===== config.mk =====
export PLATFORM = sky130hd
export DESIGN_NAME = pab_arbiter
export DESIGN_NICKNAME = d
export VERILOG_FILES = /design/src/pkg/pab_pkg.sv /design/src/pab_cfg_reg.sv /design/src/pab_arbiter.sv
export VERILOG_INCLUDE_DIRS = /design/src /design/src/pkg
export SDC_FILE = /design/constraint.sdc
export NUM_CORES = 1
export LEC_CHECK = 0
export CORE_UTILIZATION = 48
export CTS_BUF_LIST = sky130_fd_sc_hd__clkbuf_4
export DETAILED_ROUTE_END_ITERATION = 8
export DONT_BUFFER_PORTS = 1
export SETUP_SLACK_MARGIN = 0.02
export SKIP_CTS_REPAIR_TIMING = 1
export SLEW_MARGIN = 5
export SYNTH_ARGS = -nofsm -noshare
export SYNTH_HDL_FRONTEND = slang
export SYNTH_SLANG_ARGS = --single-unit

===== constraint.sdc =====
create_clock -name clk -period 8 [get_ports clk]
set_input_delay 1.6 -clock clk [delete_from_list [all_inputs] [get_ports clk]]
set_output_delay 1.6 -clock clk [all_outputs]
set_load 0.005 [all_outputs]

===== src/pkg/pab_cfg.svh =====
// Constants of the secondary-bus arbiter: offset, field layout, reset value
// and timing counts. Assumes inclusion by bare name from design files.
`ifndef PAB_CFG_SVH
`define PAB_CFG_SVH

`define PAB_ARB_OFFSET   8'h48
`define PAB_ARB_RESET    32'h0040_801F
`define PAB_ARB_RW_MASK  32'h07DF_FE1F
`define PAB_EN_LSB       0
`define PAB_EXT_BIT      9
`define PAB_BMTO_BIT     10
`define PAB_BMRF_BIT     11
`define PAB_FAIR_LSB     12
`define PAB_TOG_BIT      20
`define PAB_PRIO_LSB     22
`define PAB_BM_TIMEOUT_CYC 16
`define PAB_TOG_DELAY_CYC  2

`endif


===== src/pkg/pab_pkg.sv =====
// Types shared by the secondary-bus arbiter files.
// Assumes nothing of its surroundings.
package pab_pkg;

  typedef enum logic [1:0] {
    ST_IDLE,
    ST_WAIT,
    ST_OWN
  } pab_state_t;

  typedef logic [4:0] pab_vec_t;

endpackage


===== src/pab_cfg_reg.sv =====
// Configuration word at offset 48h: arbitration enables, mode and priority.
// Assumes a single-cycle configuration access port on the PCI clock.
`include "pab_cfg.svh"

module pab_cfg_reg (
  input  wire logic        clk,
  input  wire logic        sys_rst,
  input  wire logic        cfg_sel,
  input  wire logic        cfg_wr,
  input  wire logic [7:0]  cfg_addr,
  input  wire logic [3:0]  cfg_be,
  input  wire logic [31:0] cfg_wdata,
  output logic      [31:0] cfg_rdata,
  output logic      [4:0]  cfg_en,
  output logic             cfg_ext,
  output logic             cfg_bmto,
  output logic             cfg_bmrf,
  output logic      [7:0]  cfg_fair,
  output logic             cfg_tog,
  output logic      [4:0]  cfg_prio
);

  logic [31:0] word;
  logic [31:0] next_word;
  logic [31:0] next_rdata;
  logic [31:0] lane_mask;
  logic        hit;

  always_comb begin
    hit        = cfg_sel && (cfg_addr == `PAB_ARB_OFFSET);
    lane_mask  = {{8{cfg_be[3]}}, {8{cfg_be[2]}},
                  {8{cfg_be[1]}}, {8{cfg_be[0]}}} & `PAB_ARB_RW_MASK;
    next_word  = word;
    next_rdata = 32'h0000_0000;
    if (hit && cfg_wr) begin
      next_word = (word & ~lane_mask) | (cfg_wdata & lane_mask);
    end
    if (hit && !cfg_wr) begin
      next_rdata = word;
    end
  end

  always_ff @(posedge clk) begin
    if (sys_rst) begin
      word      <= `PAB_ARB_RESET;
      cfg_rdata <= 32'h0000_0000;
    end else begin
      word      <= next_word;
      cfg_rdata <= next_rdata;
    end
  end

  assign cfg_en   = word[`PAB_EN_LSB +: 5];
  assign cfg_ext  = word[`PAB_EXT_BIT];
  assign cfg_bmto = word[`PAB_BMTO_BIT];
  assign cfg_bmrf = word[`PAB_BMRF_BIT];
  assign cfg_fair = word[`PAB_FAIR_LSB +: 8];
  assign cfg_tog  = word[`PAB_TOG_BIT];
  assign cfg_prio = word[`PAB_PRIO_LSB +: 5];

endmodule


===== src/pab_arbiter.sv =====
// Internal arbiter of the secondary PCI bus: bridge request plus four masters.
// Assumes req_n, frame_n and irdy_n come straight from pins; int_req is local.
`include "pab_cfg.svh"

////////////////////////////////////////////////////////////////////////////////
// Overview of operation
// - External arbiter bit set disables all grants; clear at reset.
// - With timeout on, count 16 idle cycles while a grant waits for FRAME#.
// - Timeout expiry withdraws the grant; no timeout when the enable is 0.
// - Without refresh a broken master stays ignored until reset.
// - With refresh, broken state clears once all enabled, unbroken others were served once.
// - Eight-bit fairness field, reset 08h, sets hold time under contention.
// - Fairness counter reloads from the field on every new grant.
// - Fairness counter starts decrementing only after FRAME# falls.
// - Fairness zero keeps the grant until the owner drops its request.
// - Toggle on: GNT# released one clock, two clocks after FRAME# falls.
// - Toggle off: GNT# stays asserted through the owner's transaction.
// - Per-requester priority bit; bridge resets high, masters low.
// - Per-requester enable bit, reset enabled; disabled never granted.
module pab_arbiter #(
  parameter int BM_CYCLES = `PAB_BM_TIMEOUT_CYC
) (
  input  wire logic        clk,
  input  wire logic        sys_rst,
  input  wire logic        cfg_sel,
  input  wire logic        cfg_wr,
  input  wire logic [7:0]  cfg_addr,
  input  wire logic [3:0]  cfg_be,
  input  wire logic [31:0] cfg_wdata,
  output logic      [31:0] cfg_rdata,
  input  wire logic        int_req,
  output logic             int_gnt,
  input  wire logic [4:1]  req_n,
  output logic      [4:1]  gnt_n,
  input  wire logic        frame_n,
  input  wire logic        irdy_n,
  output logic      [4:0]  broken_mask
);

  if (BM_CYCLES < 1 || BM_CYCLES > 255) begin : g_bad_param
    $error("BM_CYCLES must lie in 1..255");
  end

  localparam logic [7:0] BM_LAST  = 8'(BM_CYCLES - 1);
  localparam logic [1:0] TOG_STEP = 2'(`PAB_TOG_DELAY_CYC);

  logic [4:0] cfg_en;
  logic       cfg_ext;
  logic       cfg_bmto;
  logic       cfg_bmrf;
  logic [7:0] cfg_fair;
  logic       cfg_tog;
  logic [4:0] cfg_prio;

  pab_cfg_reg u_cfg (
    .clk       (clk),
    .sys_rst   (sys_rst),
    .cfg_sel   (cfg_sel),
    .cfg_wr    (cfg_wr),
    .cfg_addr  (cfg_addr),
    .cfg_be    (cfg_be),
    .cfg_wdata (cfg_wdata),
    .cfg_rdata (cfg_rdata),
    .cfg_en    (cfg_en),
    .cfg_ext   (cfg_ext),
    .cfg_bmto  (cfg_bmto),
    .cfg_bmrf  (cfg_bmrf),
    .cfg_fair  (cfg_fair),
    .cfg_tog   (cfg_tog),
    .cfg_prio  (cfg_prio)
  );

  ////////////////////////////////////////////////////////////////////////////
  // Pin synchronisers
  logic [4:1] req_s1;
  logic [4:1] req_s2;
  logic       frame_s1;
  logic       frame_s2;
  logic       frame_prev;
  logic       irdy_s1;
  logic       irdy_s2;

  always_ff @(posedge clk) begin
    if (sys_rst) begin
      req_s1     <= 4'hF;
      req_s2     <= 4'hF;
      frame_s1   <= 1'b1;
      frame_s2   <= 1'b1;
      frame_prev <= 1'b1;
      irdy_s1    <= 1'b1;
      irdy_s2    <= 1'b1;
    end else begin
      req_s1     <= req_n;
      req_s2     <= req_s1;
      frame_s1   <= frame_n;
      frame_s2   <= frame_s1;
      frame_prev <= frame_s2;
      irdy_s1    <= irdy_n;
      irdy_s2    <= irdy_s1;
    end
  end

  ////////////////////////////////////////////////////////////////////////////
  // Helpers
  function automatic pab_pkg::pab_vec_t onehot(input logic [2:0] idx);
    onehot = 5'h01 << idx;
  endfunction

  // Rotating search from the requester after last over one level's set
  function automatic logic [2:0] rotate(input pab_pkg::pab_vec_t set,
                                        input logic [2:0] last);
    logic [2:0] idx;
    rotate = last;
    idx    = last;
    for (int k = 0; k < 5; k++) begin
      idx = (idx == 3'd4) ? 3'd0 : 3'(idx + 3'd1);
      if (set[idx] && rotate == last && !(set[last] && idx == last)) begin
        rotate = idx;
      end
    end
    for (int k = 0; k < 5; k++) begin
      if (set == onehot(3'(k))) begin
        rotate = 3'(k);
      end
    end
  endfunction

  ////////////////////////////////////////////////////////////////////////////
  // Arbitration state
  pab_pkg::pab_state_t state;
  pab_pkg::pab_state_t next_state;
  logic [2:0] owner;
  logic [2:0] next_owner;
  logic [2:0] last;
  logic [2:0] next_last;
  logic [7:0] fair_cnt;
  logic [7:0] next_fair_cnt;
  logic [7:0] bm_cnt;
  logic [7:0] next_bm_cnt;
  logic [1:0] tog_cnt;
  logic [1:0] next_tog_cnt;
  pab_pkg::pab_vec_t broken;
  pab_pkg::pab_vec_t next_broken;
  pab_pkg::pab_vec_t served;
  pab_pkg::pab_vec_t next_served;
  pab_pkg::pab_vec_t gnt_q;
  pab_pkg::pab_vec_t next_gnt;
  pab_pkg::pab_vec_t req;
  pab_pkg::pab_vec_t elig;
  pab_pkg::pab_vec_t others;
  logic [2:0] win;
  logic       own_ok;
  logic       frame_fall;
  logic       bus_idle;

  always_comb begin
    req        = {~req_s2, int_req};
    elig       = req & cfg_en & ~broken;
    others     = elig & ~onehot(owner);
    own_ok     = req[owner] && cfg_en[owner];
    frame_fall = frame_prev && !frame_s2;
    bus_idle   = frame_s2 && irdy_s2;
    win = (|(elig & cfg_prio)) ? rotate(elig & cfg_prio, last)
                               : rotate(elig, last);
    next_state    = state;
    next_owner    = owner;
    next_last     = last;
    next_fair_cnt = fair_cnt;
    next_bm_cnt   = bm_cnt;
    next_tog_cnt  = tog_cnt;
    next_broken   = broken;
    next_served   = served;
    unique case (state)
      pab_pkg::ST_IDLE: begin
        if (!cfg_ext && |elig) begin
          next_state    = pab_pkg::ST_WAIT;
          next_owner    = win;
          next_last     = win;
          next_fair_cnt = cfg_fair;
          next_bm_cnt   = 8'h00;
          next_served   = served | onehot(win);
        end
      end
      pab_pkg::ST_WAIT: begin
        if (cfg_ext || !own_ok) begin
          next_state = pab_pkg::ST_IDLE;
        end else if (frame_fall) begin
          next_state   = pab_pkg::ST_OWN;
          next_tog_cnt = 2'd1;
        end else if (cfg_bmto && bus_idle) begin
          if (bm_cnt == BM_LAST) begin
            next_state  = pab_pkg::ST_IDLE;
            next_broken = broken | onehot(owner);
            next_served = 5'h00;
          end else begin
            next_bm_cnt = 8'(bm_cnt + 8'h01);
          end
        end
      end
      pab_pkg::ST_OWN: begin
        if (cfg_ext || !own_ok) begin
          next_state = pab_pkg::ST_IDLE;
        end else begin
          if (tog_cnt != 2'd3) begin
            next_tog_cnt = 2'(tog_cnt + 2'd1);
          end
          if (cfg_fair != 8'h00 && |others) begin
            if (fair_cnt == 8'h00) begin
              next_state = pab_pkg::ST_IDLE;
            end else begin
              next_fair_cnt = 8'(fair_cnt - 8'h01);
            end
          end
        end
      end
    endcase
    // Broken masters stay out unless refresh finds every enabled, unbroken requester served
    // A break found in the same cycle survives the refresh
    if (cfg_bmrf && |broken && &(served | broken | ~cfg_en)) begin
      next_broken = next_broken & ~broken;
      next_served = 5'h00;
    end
    next_gnt = (next_state == pab_pkg::ST_IDLE) ? 5'h00 : onehot(next_owner);
    if (cfg_tog && next_state == pab_pkg::ST_OWN
        && next_tog_cnt == TOG_STEP) begin
      next_gnt = 5'h00;
    end
  end

  always_ff @(posedge clk) begin
    if (sys_rst) begin
      state    <= pab_pkg::ST_IDLE;
      owner    <= 3'd0;
      last     <= 3'd4;
      fair_cnt <= 8'h00;
      bm_cnt   <= 8'h00;
      tog_cnt  <= 2'd0;
      broken   <= 5'h00;
      served   <= 5'h00;
      gnt_q    <= 5'h00;
    end else begin
      state    <= next_state;
      owner    <= next_owner;
      last     <= next_last;
      fair_cnt <= next_fair_cnt;
      bm_cnt   <= next_bm_cnt;
      tog_cnt  <= next_tog_cnt;
      broken   <= next_broken;
      served   <= next_served;
      gnt_q    <= next_gnt;
    end
  end

  assign int_gnt     = gnt_q[0];
  assign gnt_n       = ~gnt_q[4:1];
  assign broken_mask = broken;
endmodule


# Word-level counts from Yosys, hierarchy flattened
# Cells that the tools add are included.
[totals]
wordCells = 266
output_inout_bits = 42
reg_bits = 118
in_bits = 55
[classes]
n_eq_ne = 44
n_mux = 93
n_lt_le_gt_ge = 7
shifts = 3
bitwise_logic = 19
reduce_logical = 74
addsub = 8
[op_table]
columns = ["cell", "n"]
rows = [
  ["two-way mux 3 bit", 28],
  ["two-way mux 8 bit", 9],
  ["two-way mux 5 bit", 11],
  ["binary-select mux 1 bit (select 3 bit)", 14],
  ["logical AND 1 bit", 41],
  ["equality test 3 bit", 13],
  ["AND 32 x 27 -> 32 bit", 1],
  ["AND 32 bit", 1],
  ["NOT 27 -> 32 bit", 1],
  ["OR 32 bit", 1],
  ["one-hot mux 8 bit (2 select lines)", 2],
  ["< comparator 3 x 4 -> 1 bit, second input constant", 7],
  ["AND 5 bit", 5],
  ["two-way mux 2 bit", 12],
  ["!= test 2 bit, second input constant", 10],
  ["OR 5 bit", 4],
  ["OR reduction 5 bit", 4],
  ["adder 3 x 1 -> 3 bit, second input constant", 5],
  ["equality test 3 bit, second input constant", 5],
  ["NOT 5 bit", 3],
  ["left shift 1 x 3 -> 5 bit, first input constant", 3],
  ["zero test 1 bit", 14],
  ["two-way mux 1 bit", 14],
  ["AND reduction 6 bit", 2],
  ["other kinds (26)", 38],
]

# Longest topological paths before layout
# Gate-level depths: netlist of run 1.
[logic_depth]
word_depth = 36
depth_mapped = 28
depth_no_buf = 21

# By module
# A second synthesis of run 1 with hierarchy kept.
[hier_totals]
hier_cells = 907
hier_area_um2 = 7247.0
[by_module_without_submodules]
columns = ["mod", "area_each_um2", "seq_area_each_um2", "instances", "cells_each"]
rows = [
  ["pab_arbiter", 5502.8, 1081.0, 1, 740],
  ["pab_cfg_reg", 1744.2, 880.8, 1, 167],
]

# Worst setup path after synthesis of run 1
# No wires, ideal clock.
[synth_timing]
path_kind = "flip-flop to flip-flop"
from = "register last[0]"
to = "register gnt_q[1]"
path_buffers = 5
setup_ps = 117
path_stages_with_launch = 27
t_required_ps = 7883
slack_ps = 1827
arrival_ps = 6055
synth_period_minus_slack_ps = 6173
cell_sequence = "dfxtp_1 -> buf_4 -> inv_1 -> clkbuf_1 -> ha_1 -> buf_2 -> a21o_1 -> buf_2 -> ha_1 -> o21ai_1 -> a22oi_2 -> ha_1 -> or4_1 -> o211a_1 -> nor3_1 -> or2_2 -> buf_2 -> mux2i_1 -> xnor2_1 -> nand3_1 -> o221a_2 -> o311ai_1 -> a22oi_2 -> a2111o_1 -> a211oi_4 -> nor2_2 -> a32o_1"
[synth_via]
elab_chain_len = 32
word_cells_on_any_way = 114
cone_classes = "add/sub (5); eq/ne (18); shift (1); mux (52); reduce/logical (38)"
[synth_lines]
columns = ["item", "line_no", "source"]
rows = [
  ["start, declared", "pab_arbiter.sv:134", "logic [2:0] last;"],
  ["start signal, assigned", "pab_arbiter.sv:244", "last <= next_last;"],
  ["branches (longest 28 deep; another with adder 3 x 1 -> 3 bit)", "n/a", ""],
  ["two-way mux 3 bit *", "pab_arbiter.sv:163", "win = (|(elig & cfg_prio)) ? rotate(elig & cfg_prio, last)"],
  ["two-way mux 3 bit *", "pab_arbiter.sv:175", "if (!cfg_ext && |elig) begin"],
  ["two-way mux 3 bit *", "pab_arbiter.sv:173", "unique case (state)"],
  ["left shift 1 x 3 -> 5 bit *", "pab_arbiter.sv:106", "onehot = 5'h01 << idx;"],
  ["end signal, assigned", "pab_arbiter.sv:250", "gnt_q <= next_gnt;"],
  ["end, declared", "pab_arbiter.sv:146", "pab_pkg::pab_vec_t gnt_q;"],
]
# Every way passes the cells marked *. The select of a mux whose other input is x is not followed.
# A chain may end at the register's enable or synchronous reset.

# Final worst setup path of run 1
[layout_timing]
from = "register last[0]"
to = "register gnt_q[2]"
# The elaborated chain is that of the path after synthesis.

==> results of run 1 <==
[path summary, 6_finish.rpt]
kind | end | slack (ns) | depth (start not counted)
setup / recovery | gnt_q[2] | 1.45 | 23
hold / removal | req_s2[4] | 0.43 | 1
setup reg to reg | gnt_q[2] | 1.45 | 23
hold reg to reg | req_s2[4] | 0.43 | 1
[synthesized netlist by cell type (all sizes together), types with 15 or more instances]
library cell  instances  area [um2]
or2                  21       131.4
mux2i                30       312.8
inv                  25       93.84
a211oi               22       195.2
o21ai                27       135.1
clkbuf               31       116.4
nor2                 73       276.5
a211o                15       131.4
dfxtp                98        1962
nand3                28       140.1
buf                  24       143.9
nand2                76       285.3
and2                 32       200.2
and3                 17       111.4
a21oi                43       219.0
nor3                 22       110.1
[per-stage QoR]
| stage | cells | area (um2) | worst slack [ns] |
|---|---|---|---|
| CTS | 1021 | 7157 | 1.566 |
| global route | 1022 | 7159 | 1.028 |
| finish | 1022 | 7159 | 1.449 |
| floorplan | 859 | 6883 | 1.827 |
| detailed placement | 1005 | 7005 | 1.652 |
| global placement | 1005 | 7005 | 1.660 |
[area by class of cell]
cell class	count	share of cell area, %
multi-input combinational	680	63.74
sequential	98	27.40
tap	180	3.146
timing repair buffer	21	2.202
inverter	26	1.363
clock inverter	7	1.171
clock buffer	9	0.9437
antenna	1	0.03495
[per-layer routing]
metal | GRT usage [%] | wire length (um) | vias up
li1 | - | - | 3143
met2 | 49.29 | 9965 | 239
met4 | 12.89 | 849 | 0
met3 | 3.994 | 1046 | 67
met1 | 35.02 | 8625 | 3076
met5 | 0 | 0 | -
[logic make-up after synthesis]
| group | after synthesis | share of synthesized area (%) |
|---|---|---|
| fa+ha+maj | 14 | 2.558 |
| simple gates | 373 | 29.74 |
| other cells | 1 | 0.05475 |
| buf+inv | 81 | 5.225 |
| compound gates | 225 | 25.12 |
| mux | 38 | 6.101 |
| xor+xnor | 20 | 2.558 |
| flops | 98 | 28.64 |
[where the power goes]
group	switching (uW)	internal, uW	leakage [uW]
Combinational	940	577	0.00184
Clock	176	101	0.0000795
Sequential	22.4	512	0.000796
==> results.txt, run 1 <==
Vias in the first global route: 6,200
Setup-failing EPs final: 0
Total CTS buffers: 9
Mean post-synth cell area: 8.058 um2
Clk slew on worst S/H paths: 0.15 ns
Clock buffer depth: 2
Synth Register Bits: 98
Bufs and invs on worst path: 4
Slowest CP cell: nor4_1
RSZ-0062 raised after global routing: no
Final Net Count: 905
Max incr delay on CP: 0.55 ns
Max IR drop VDD: 0.0001454 V
Die X: 121.5 um
Port bufs: 0
Total track usage: 28.58%
Vias per cell: 6.385
Fmax: 152.7 MHz
Pre-Repair DR Iteration Count: 6
Dominant synthesized flop cell: dfxtp_1
Share of post-route cells with drive strength above 1: 11.30%
IO Count: 97
Asr flop ratio synth: 0%
CP Cell Sequence: inv_1 > buf_4 > ha_1 > inv_1 > ha_1 > o21ai_1 > a22oi_2 > ha_1 > nor3b_1 > nor4_1 > nor3_1 > buf_4 > or2_2 > o32a_1 > a211oi_2 > nand2_1 > o311ai_0 > a211oi_1 > and4_1 > nand4b_1 > a32oi_2 > a22oi_1 > and4b_1
Footprint of the multi-input gates: 0.004563 mm2
Critical path class: reg -> reg
H-tree depth: 3
DRT Wirelength: 20.49 mm
Fill count: 1,341
Final Cycle Share: 81.88%
Total power: 2329 uW
Hold wc startpoint: req_s1[4]
Worst skew pair latency: 0.47 ns
DRT iter0 DRCs: 589
Register Area: 0.001962 mm2
Synth cell types: 97
Status: completed
WL/cell: 20.05 um
Slew Limit Fails: 0
Initial antenna violation count: 1
Starting Density: 49.34%
LEAKAGE: 0.002719 uW
Post-synthesis sequential area ratio: 28.64%
Hpwl dp: 15.38 mm
Antenna viol nets, final: 0
Clock root cell: clkbuf_4
Cell repeated most along the worst path: ha_1
Slew headroom: 30.65%
CP required: 8.41 ns
Synthesized area: 0.006849 mm2
Post-synth EDFFs: 0
Crit end category: flip-flop
Post-route minimum period: 6.551 ns
Synthesis-to-layout area growth: 4.531%
CTS tree: yes
Commonest non-fill, non-tap cell in the layout: dfxtp_1
Placeable Area: 0.01388 mm2
Worst-margin pin slew: 1.026 ns
GPL Wtd Cong: 0.9134
Clock sink count: 98
Startpoint Class: flip-flop
Fin Clk Skew: 0.02405 ns
Chip Height: 121.5 um
Final core occ: 51.58%
Syn Inst Count: 850
Pwr dens: 325.2 mW/mm2
CP max FO: 15
# DRC: 0
DIE AREA: 0.01475 mm2
TNS Setup: 0 ns
Most frequent cells in the layout: 98 x dfxtp_1, 76 x nand2_1, 72 x nor2_1
Cell family with most CP delay: compound AO/OA/AOI/OAI gates
Grt total ovfl: 0
Global-route wire length before repair: 32.94 mm
Yosys warnings: 0
Start point of the critical path: last[0]
Total number of vias: 6,525
Hold_ws: 0.4328 ns
# rows: 43
Hold Crit Class: reg -> reg
CP arrival: 6.97 ns
Final hold vios: 0
Largest net degree at the start of global routing: 63
Max-capacitance violation count: 0
Reg-to-Reg Start: last[0]
No activity file was read; power rests on OpenSTA's default activity.
==> inputs of run 2 (changes only) <==
- clock period: 8 -> 6.3 ns (I/O delays scaled with it)
==> run 2 against run 1 <==
Net effect:
- register-to-register slack got worse by 1.1 ns
- core utilization grew 1.1 points
- wire length up 6.1%
- critical path type unchanged
- largest cell class unchanged
- largest power group unchanged
- highest routed layer unchanged
==> results.txt, run 2 (synthesis results as in run 1) <==
Status: completed
GPL Wtd Cong: 0.9618
DIE AREA: 0.01475 mm2
WL/cell: 21.07 um
Slew headroom: 26.39%
Vias in the first global route: 6,377
Hpwl dp: 16.23 mm
Grt total ovfl: 0
Final Cycle Share: 94.97%
Final hold vios: 0
Chip Height: 121.5 um
Fmax: 167.1 MHz
Sw Pwr: 1529 uW
Max IR drop VDD: 0.0002257 V
Worst-margin pin slew: 1.102 ns
Clock sink count: 98
Max-capacitance violation count: 0
Max incr delay on CP: 0.57 ns
Sw frac: 49.83%
Clock share of power: 10.6%
# DRC: 0
IO Count: 97
Clock buffer depth: 2
Fin Clk Skew: 0.02087 ns
Cell repeated most along the worst path: ha_1
CP max FO: 8
CTS tree: yes
CP Cell Sequence: clkinv_1 > ha_1 > inv_1 > ha_1 > o21ai_2 > a22oi_2 > ha_1 > or4_1 > and3_1 > o21ai_1 > a211oi_1 > a211oi_4 > o211ai_2 > mux2_4 > nor4b_1 > or4_1 > a22oi_2 > a21oi_1 > a211oi_4 > nor2_2 > a32o_1
Total power: 3069 uW
DRT iter0 DRCs: 603
Initial antenna violation count: 1
Global-route wire length before repair: 34.11 mm
LEAKAGE: 0.002768 uW
Hold Crit Class: reg -> reg
Final core occ: 52.70%
Fill count: 1,362
Critical path class: reg -> reg
Clock root cell: clkbuf_4
Post-route minimum period: 5.983 ns
Largest net degree at the start of global routing: 63
H-tree depth: 3
Pwr dens: 419.6 mW/mm2
Slowest CP cell: or4_1
TNS Setup: 0 ns
Synthesis-to-layout area growth: 6.796%
Most frequent cells in the layout: 98 x dfxtp_1, 75 x nand2_1, 72 x nor2_1
RSZ-0062 raised after global routing: no
Combinational power share: 67.3%
# rows: 43
Commonest non-fill, non-tap cell in the layout: dfxtp_1
DRT Wirelength: 21.73 mm
Share of post-route cells with drive strength above 1: 14.35%
Setup-failing EPs final: 0
WL met3: 1.271 mm
Vias per cell: 6.512
Share of power burned in registers: 22.1%
Port bufs: 0
Total CTS buffers: 9
Slew Limit Fails: 0
Hold_ws: 0.4334 ns
Int Pwr: 1540 uW
CP arrival: 6.37 ns
Worst skew pair latency: 0.47 ns
Total track usage: 29.96%
Antenna viol nets, final: 0
CP required: 6.69 ns
Uppermost layer routed: met4
Pre-Repair DR Iteration Count: 6
Startpoint Class: flip-flop
Clk slew on worst S/H paths: 0.17 ns
Total number of vias: 6,714
Starting Density: 49.34%
Die X: 121.5 um
Crit end category: flip-flop
Final Net Count: 914
Post-Route M1 WL: 8.929 mm
Metal2 WL: 10.62 mm
Placeable Area: 0.01388 mm2
[run 2: path summary, 6_finish.rpt]
kind                  start        end  slack (ns)  cells after the start
hold reg to reg   req_s1[4]  req_s2[4]        0.43                      1
setup reg to reg    last[1]   gnt_q[1]        0.32                     21
setup / recovery    last[1]   gnt_q[1]        0.32                     21
hold / removal    req_s1[4]  req_s2[4]        0.43                      1
[run 2: final cells by class]
class	count	area, um2	area share, %
well taps	180	225.2	3.079
repair buffers	30	225.2	3.079
inverters	26	97.59	1.334
diodes	1	2.502	0.03421
clock buffers	9	67.56	0.9237
flip-flops and latches	98	1962	26.82
multi-input cells	680	4667	63.80
clock inverters	7	67.56	0.9237
[run 2: per-stage QoR]
step,std cells,area (um2),setup WS (ns)
after floorplan,859,6883,0.1274
after global placement,1010,7043,0.2063
after detailed placement,1010,7043,0.04814
after CTS,1026,7178,-0.02342
after global routing,1031,7315,0.01873
final,1031,7315,0.3169
[run 2: power groups by stage]
stage	Clock [uW]	Sequential, uW	Combinational, uW
finish	325	678	2070
floorplan	0	679	1420
detailed placement	0	691	1890
global placement	0	690	1850
global route	361	682	2210
CTS	338	677	1900
[run 2: critical path: cells and delay by family, from the launching register on]
kind | cells | cell delay [ns]
compound gates | 10 | 2.36
fa+ha+maj | 3 | 0.98
buf+inv | 2 | 0.23
flops | 1 | 0.37
mux | 1 | 0.39
simple gates | 5 | 1.57
[run 2: layer usage]
layer | global-route usage (%) | vias up
met5 | 0 | -
met4 | 17.28 | 0
met3 | 5.028 | 59
met2 | 50.89 | 286
met1 | 35.42 | 3204
li1 | - | 3165
==> inputs of run 3 (changes only) <==
- clock period: 6.3 -> 6.1 ns (I/O delays scaled with it)
==> run 3 against run 2 <==
Net effect:
- non-clock buffer count shrank 2
- fmax grew 4.8%
- wire length is 1.9% lower
- register-to-register slack gained 0.07 ns
- clock-buffer cell count increased by 1
- final cell count decreased by 0.19%
==> results.txt, run 3 (synthesis results as in run 1) <==
Initial antenna violation count: 2
CP Cell Sequence: clkinv_1 > ha_2 > inv_1 > ha_2 > o21ai_2 > a22oi_2 > ha_1 > or4_4 > o211a_1 > nor3_2 > or2_4 > mux2i_4 > xnor2_1 > nand3_1 > o221a_2 > o311ai_1 > a22oi_2 > a2111o_1 > a211oi_4 > nor2_2 > a32o_1
Setup-failing EPs final: 0
Clock sink count: 98
GPL Wtd Cong: 0.9709
WL/cell: 20.71 um
Pre-Repair DR Iteration Count: 5
Final Cycle Share: 93.59%
Placed cell areas: 0.007048 mm2
Vias in the first global route: 6,462
Vias per cell: 6.459
H-tree depth: 3
Pwr dens: 449.4 mW/mm2
# DRC: 0
Max incr delay on CP: 0.53 ns
Post-Layout Inst Area: 0.007430 mm2
Final hold vios: 0
CP required: 6.47 ns
Most frequent cells in the layout: 98 x dfxtp_1, 75 x nand2_1, 72 x nor2_1
CTS tree: yes
IO Count: 97
Max-capacitance violation count: 0
Clock root cell: clkbuf_4
Setup slack after layout: 0.3912 ns
Synthesis-to-layout area growth: 8.476%
Crit end category: flip-flop
DRT iter0 DRCs: 538
Status: completed
Share of post-route cells with drive strength above 1: 15.21%
Fin Clk Skew: 0.01472 ns
Inst Count DP: 1,009
Post-route minimum period: 5.709 ns
Commonest non-fill, non-tap cell in the layout: dfxtp_1
DIE AREA: 0.01475 mm2
# rows: 43
Placeable Area: 0.01388 mm2
Final core occ: 53.52%
Hold Crit Class: reg -> reg
Bufs and invs on worst path: 2
Total number of vias: 6,646
Global-route wire length before repair: 34.47 mm
Largest net degree at the start of global routing: 63
Max IR drop VDD: 0.0001782 V
Startpoint Class: flip-flop
Die X: 121.5 um
Starting Density: 49.34%
Combinational power share: 65.7%
Critical path class: reg -> reg
Total track usage: 30.11%
Worst-margin pin slew: 0.9501 ns
Slew headroom: 36.52%
Clock share of power: 13.2%
DRT Wirelength: 21.31 mm
Hpwl dp: 16.00 mm
Slew Limit Fails: 0
Slowest CP cell: or4_4
Antenna viol nets, final: 0
Share of power burned in registers: 21.1%
Port bufs: 0
CP arrival: 6.08 ns
Cell Count, Final, Fillers Out: 1,029
Reg2reg setup slack: 0.39 ns
Total CTS buffers: 9
Int Pwr: 1743 uW
Cell family with most CP delay: compound AO/OA/AOI/OAI gates
Sw Pwr: 1597 uW
Grt total ovfl: 0
Clk slew on worst S/H paths: 0.15 ns
Worst skew pair latency: 0.46 ns
Sw frac: 47.81%
Chip Height: 121.5 um
LEAKAGE: 0.002789 uW
Final Net Count: 912
Clock buffer depth: 2
CP max FO: 9
Total power: 3339 uW
Fmax: 175.2 MHz
RSZ-0062 raised after global routing: no
Place WS: -0.06832 ns
-- run 3: final cells by class --
cell class                      instances  area, um2
Timing Repair Buffer                   28      210.2
Multi-Input combinational cell        680       4743
Sequential cell                        98       1962
Fill cell                            1355       6451
Inverter                               26      97.59
Tap cell                              180      225.2
Clock inverter                          6      113.9
Antenna cell                            1      2.502
Clock buffer                           10      75.07
-- run 3: power groups by stage --
stage | Clock (uW) | Combinational [uW] | Sequential, uW
after CTS | 447 | 1990 | 703
final | 439 | 2200 | 704
after global routing | 470 | 2360 | 709
after detailed placement | 0 | 1980 | 716
after global placement | 0 | 1950 | 716
after floorplan | 0 | 1490 | 701
-- run 3: per-stage QoR --
| step | setup TNS [ns] | hold WS [ns] |
|---|---|---|
| floorplan | 0 | 0.3895 |
| global placement | 0 | 0.3997 |
| detailed placement | -0.1868 | 0.3971 |
| CTS | -0.8679 | 0.4291 |
| global route | 0 | 0.4574 |
| finish | 0 | 0.4296 |
-- run 3: path summary, 6_finish.rpt --
kind / start / to / cells after the start
worst max register to register: last[1] / gnt_q[1] / 21
worst min-delay path: req_s1[3] / req_s2[3] / 1
worst min register to register: req_s1[3] / req_s2[3] / 1
worst max-delay path: last[1] / gnt_q[1] / 21
-- run 3: per-layer routing --
| metal | track usage (%) | share of wire [%] | wire (um) | vias to the layer above |
|---|---|---|---|---|
| met4 | 17.36 | 4.8 | 1015 | 0 |
| met5 | 0 | 0 | 0 | - |
| met1 | 35.72 | 42 | 8856 | 3219 |
| met2 | 51.60 | 49 | 10410 | 218 |
| li1 | - | - | - | 3147 |
| met3 | 4.229 | 4.8 | 1027 | 62 |
-- run 3: worst register-to-register path, stage by stage, from the launching register on --
cell      delay [ns]
dfxtp_1         0.36
clkinv_1        0.09
ha_2            0.41
inv_1           0.13
ha_2            0.25
o21ai_2         0.14
a22oi_2         0.10
ha_1            0.29
or4_4           0.53
o211a_1         0.21
nor3_2          0.34
or2_4           0.28
mux2i_4         0.36
xnor2_1         0.16
nand3_1         0.13
o221a_2         0.32
o311ai_1        0.10
a22oi_2         0.19
a2111o_1        0.45
a211oi_4        0.39
nor2_2          0.12
a32o_1          0.27
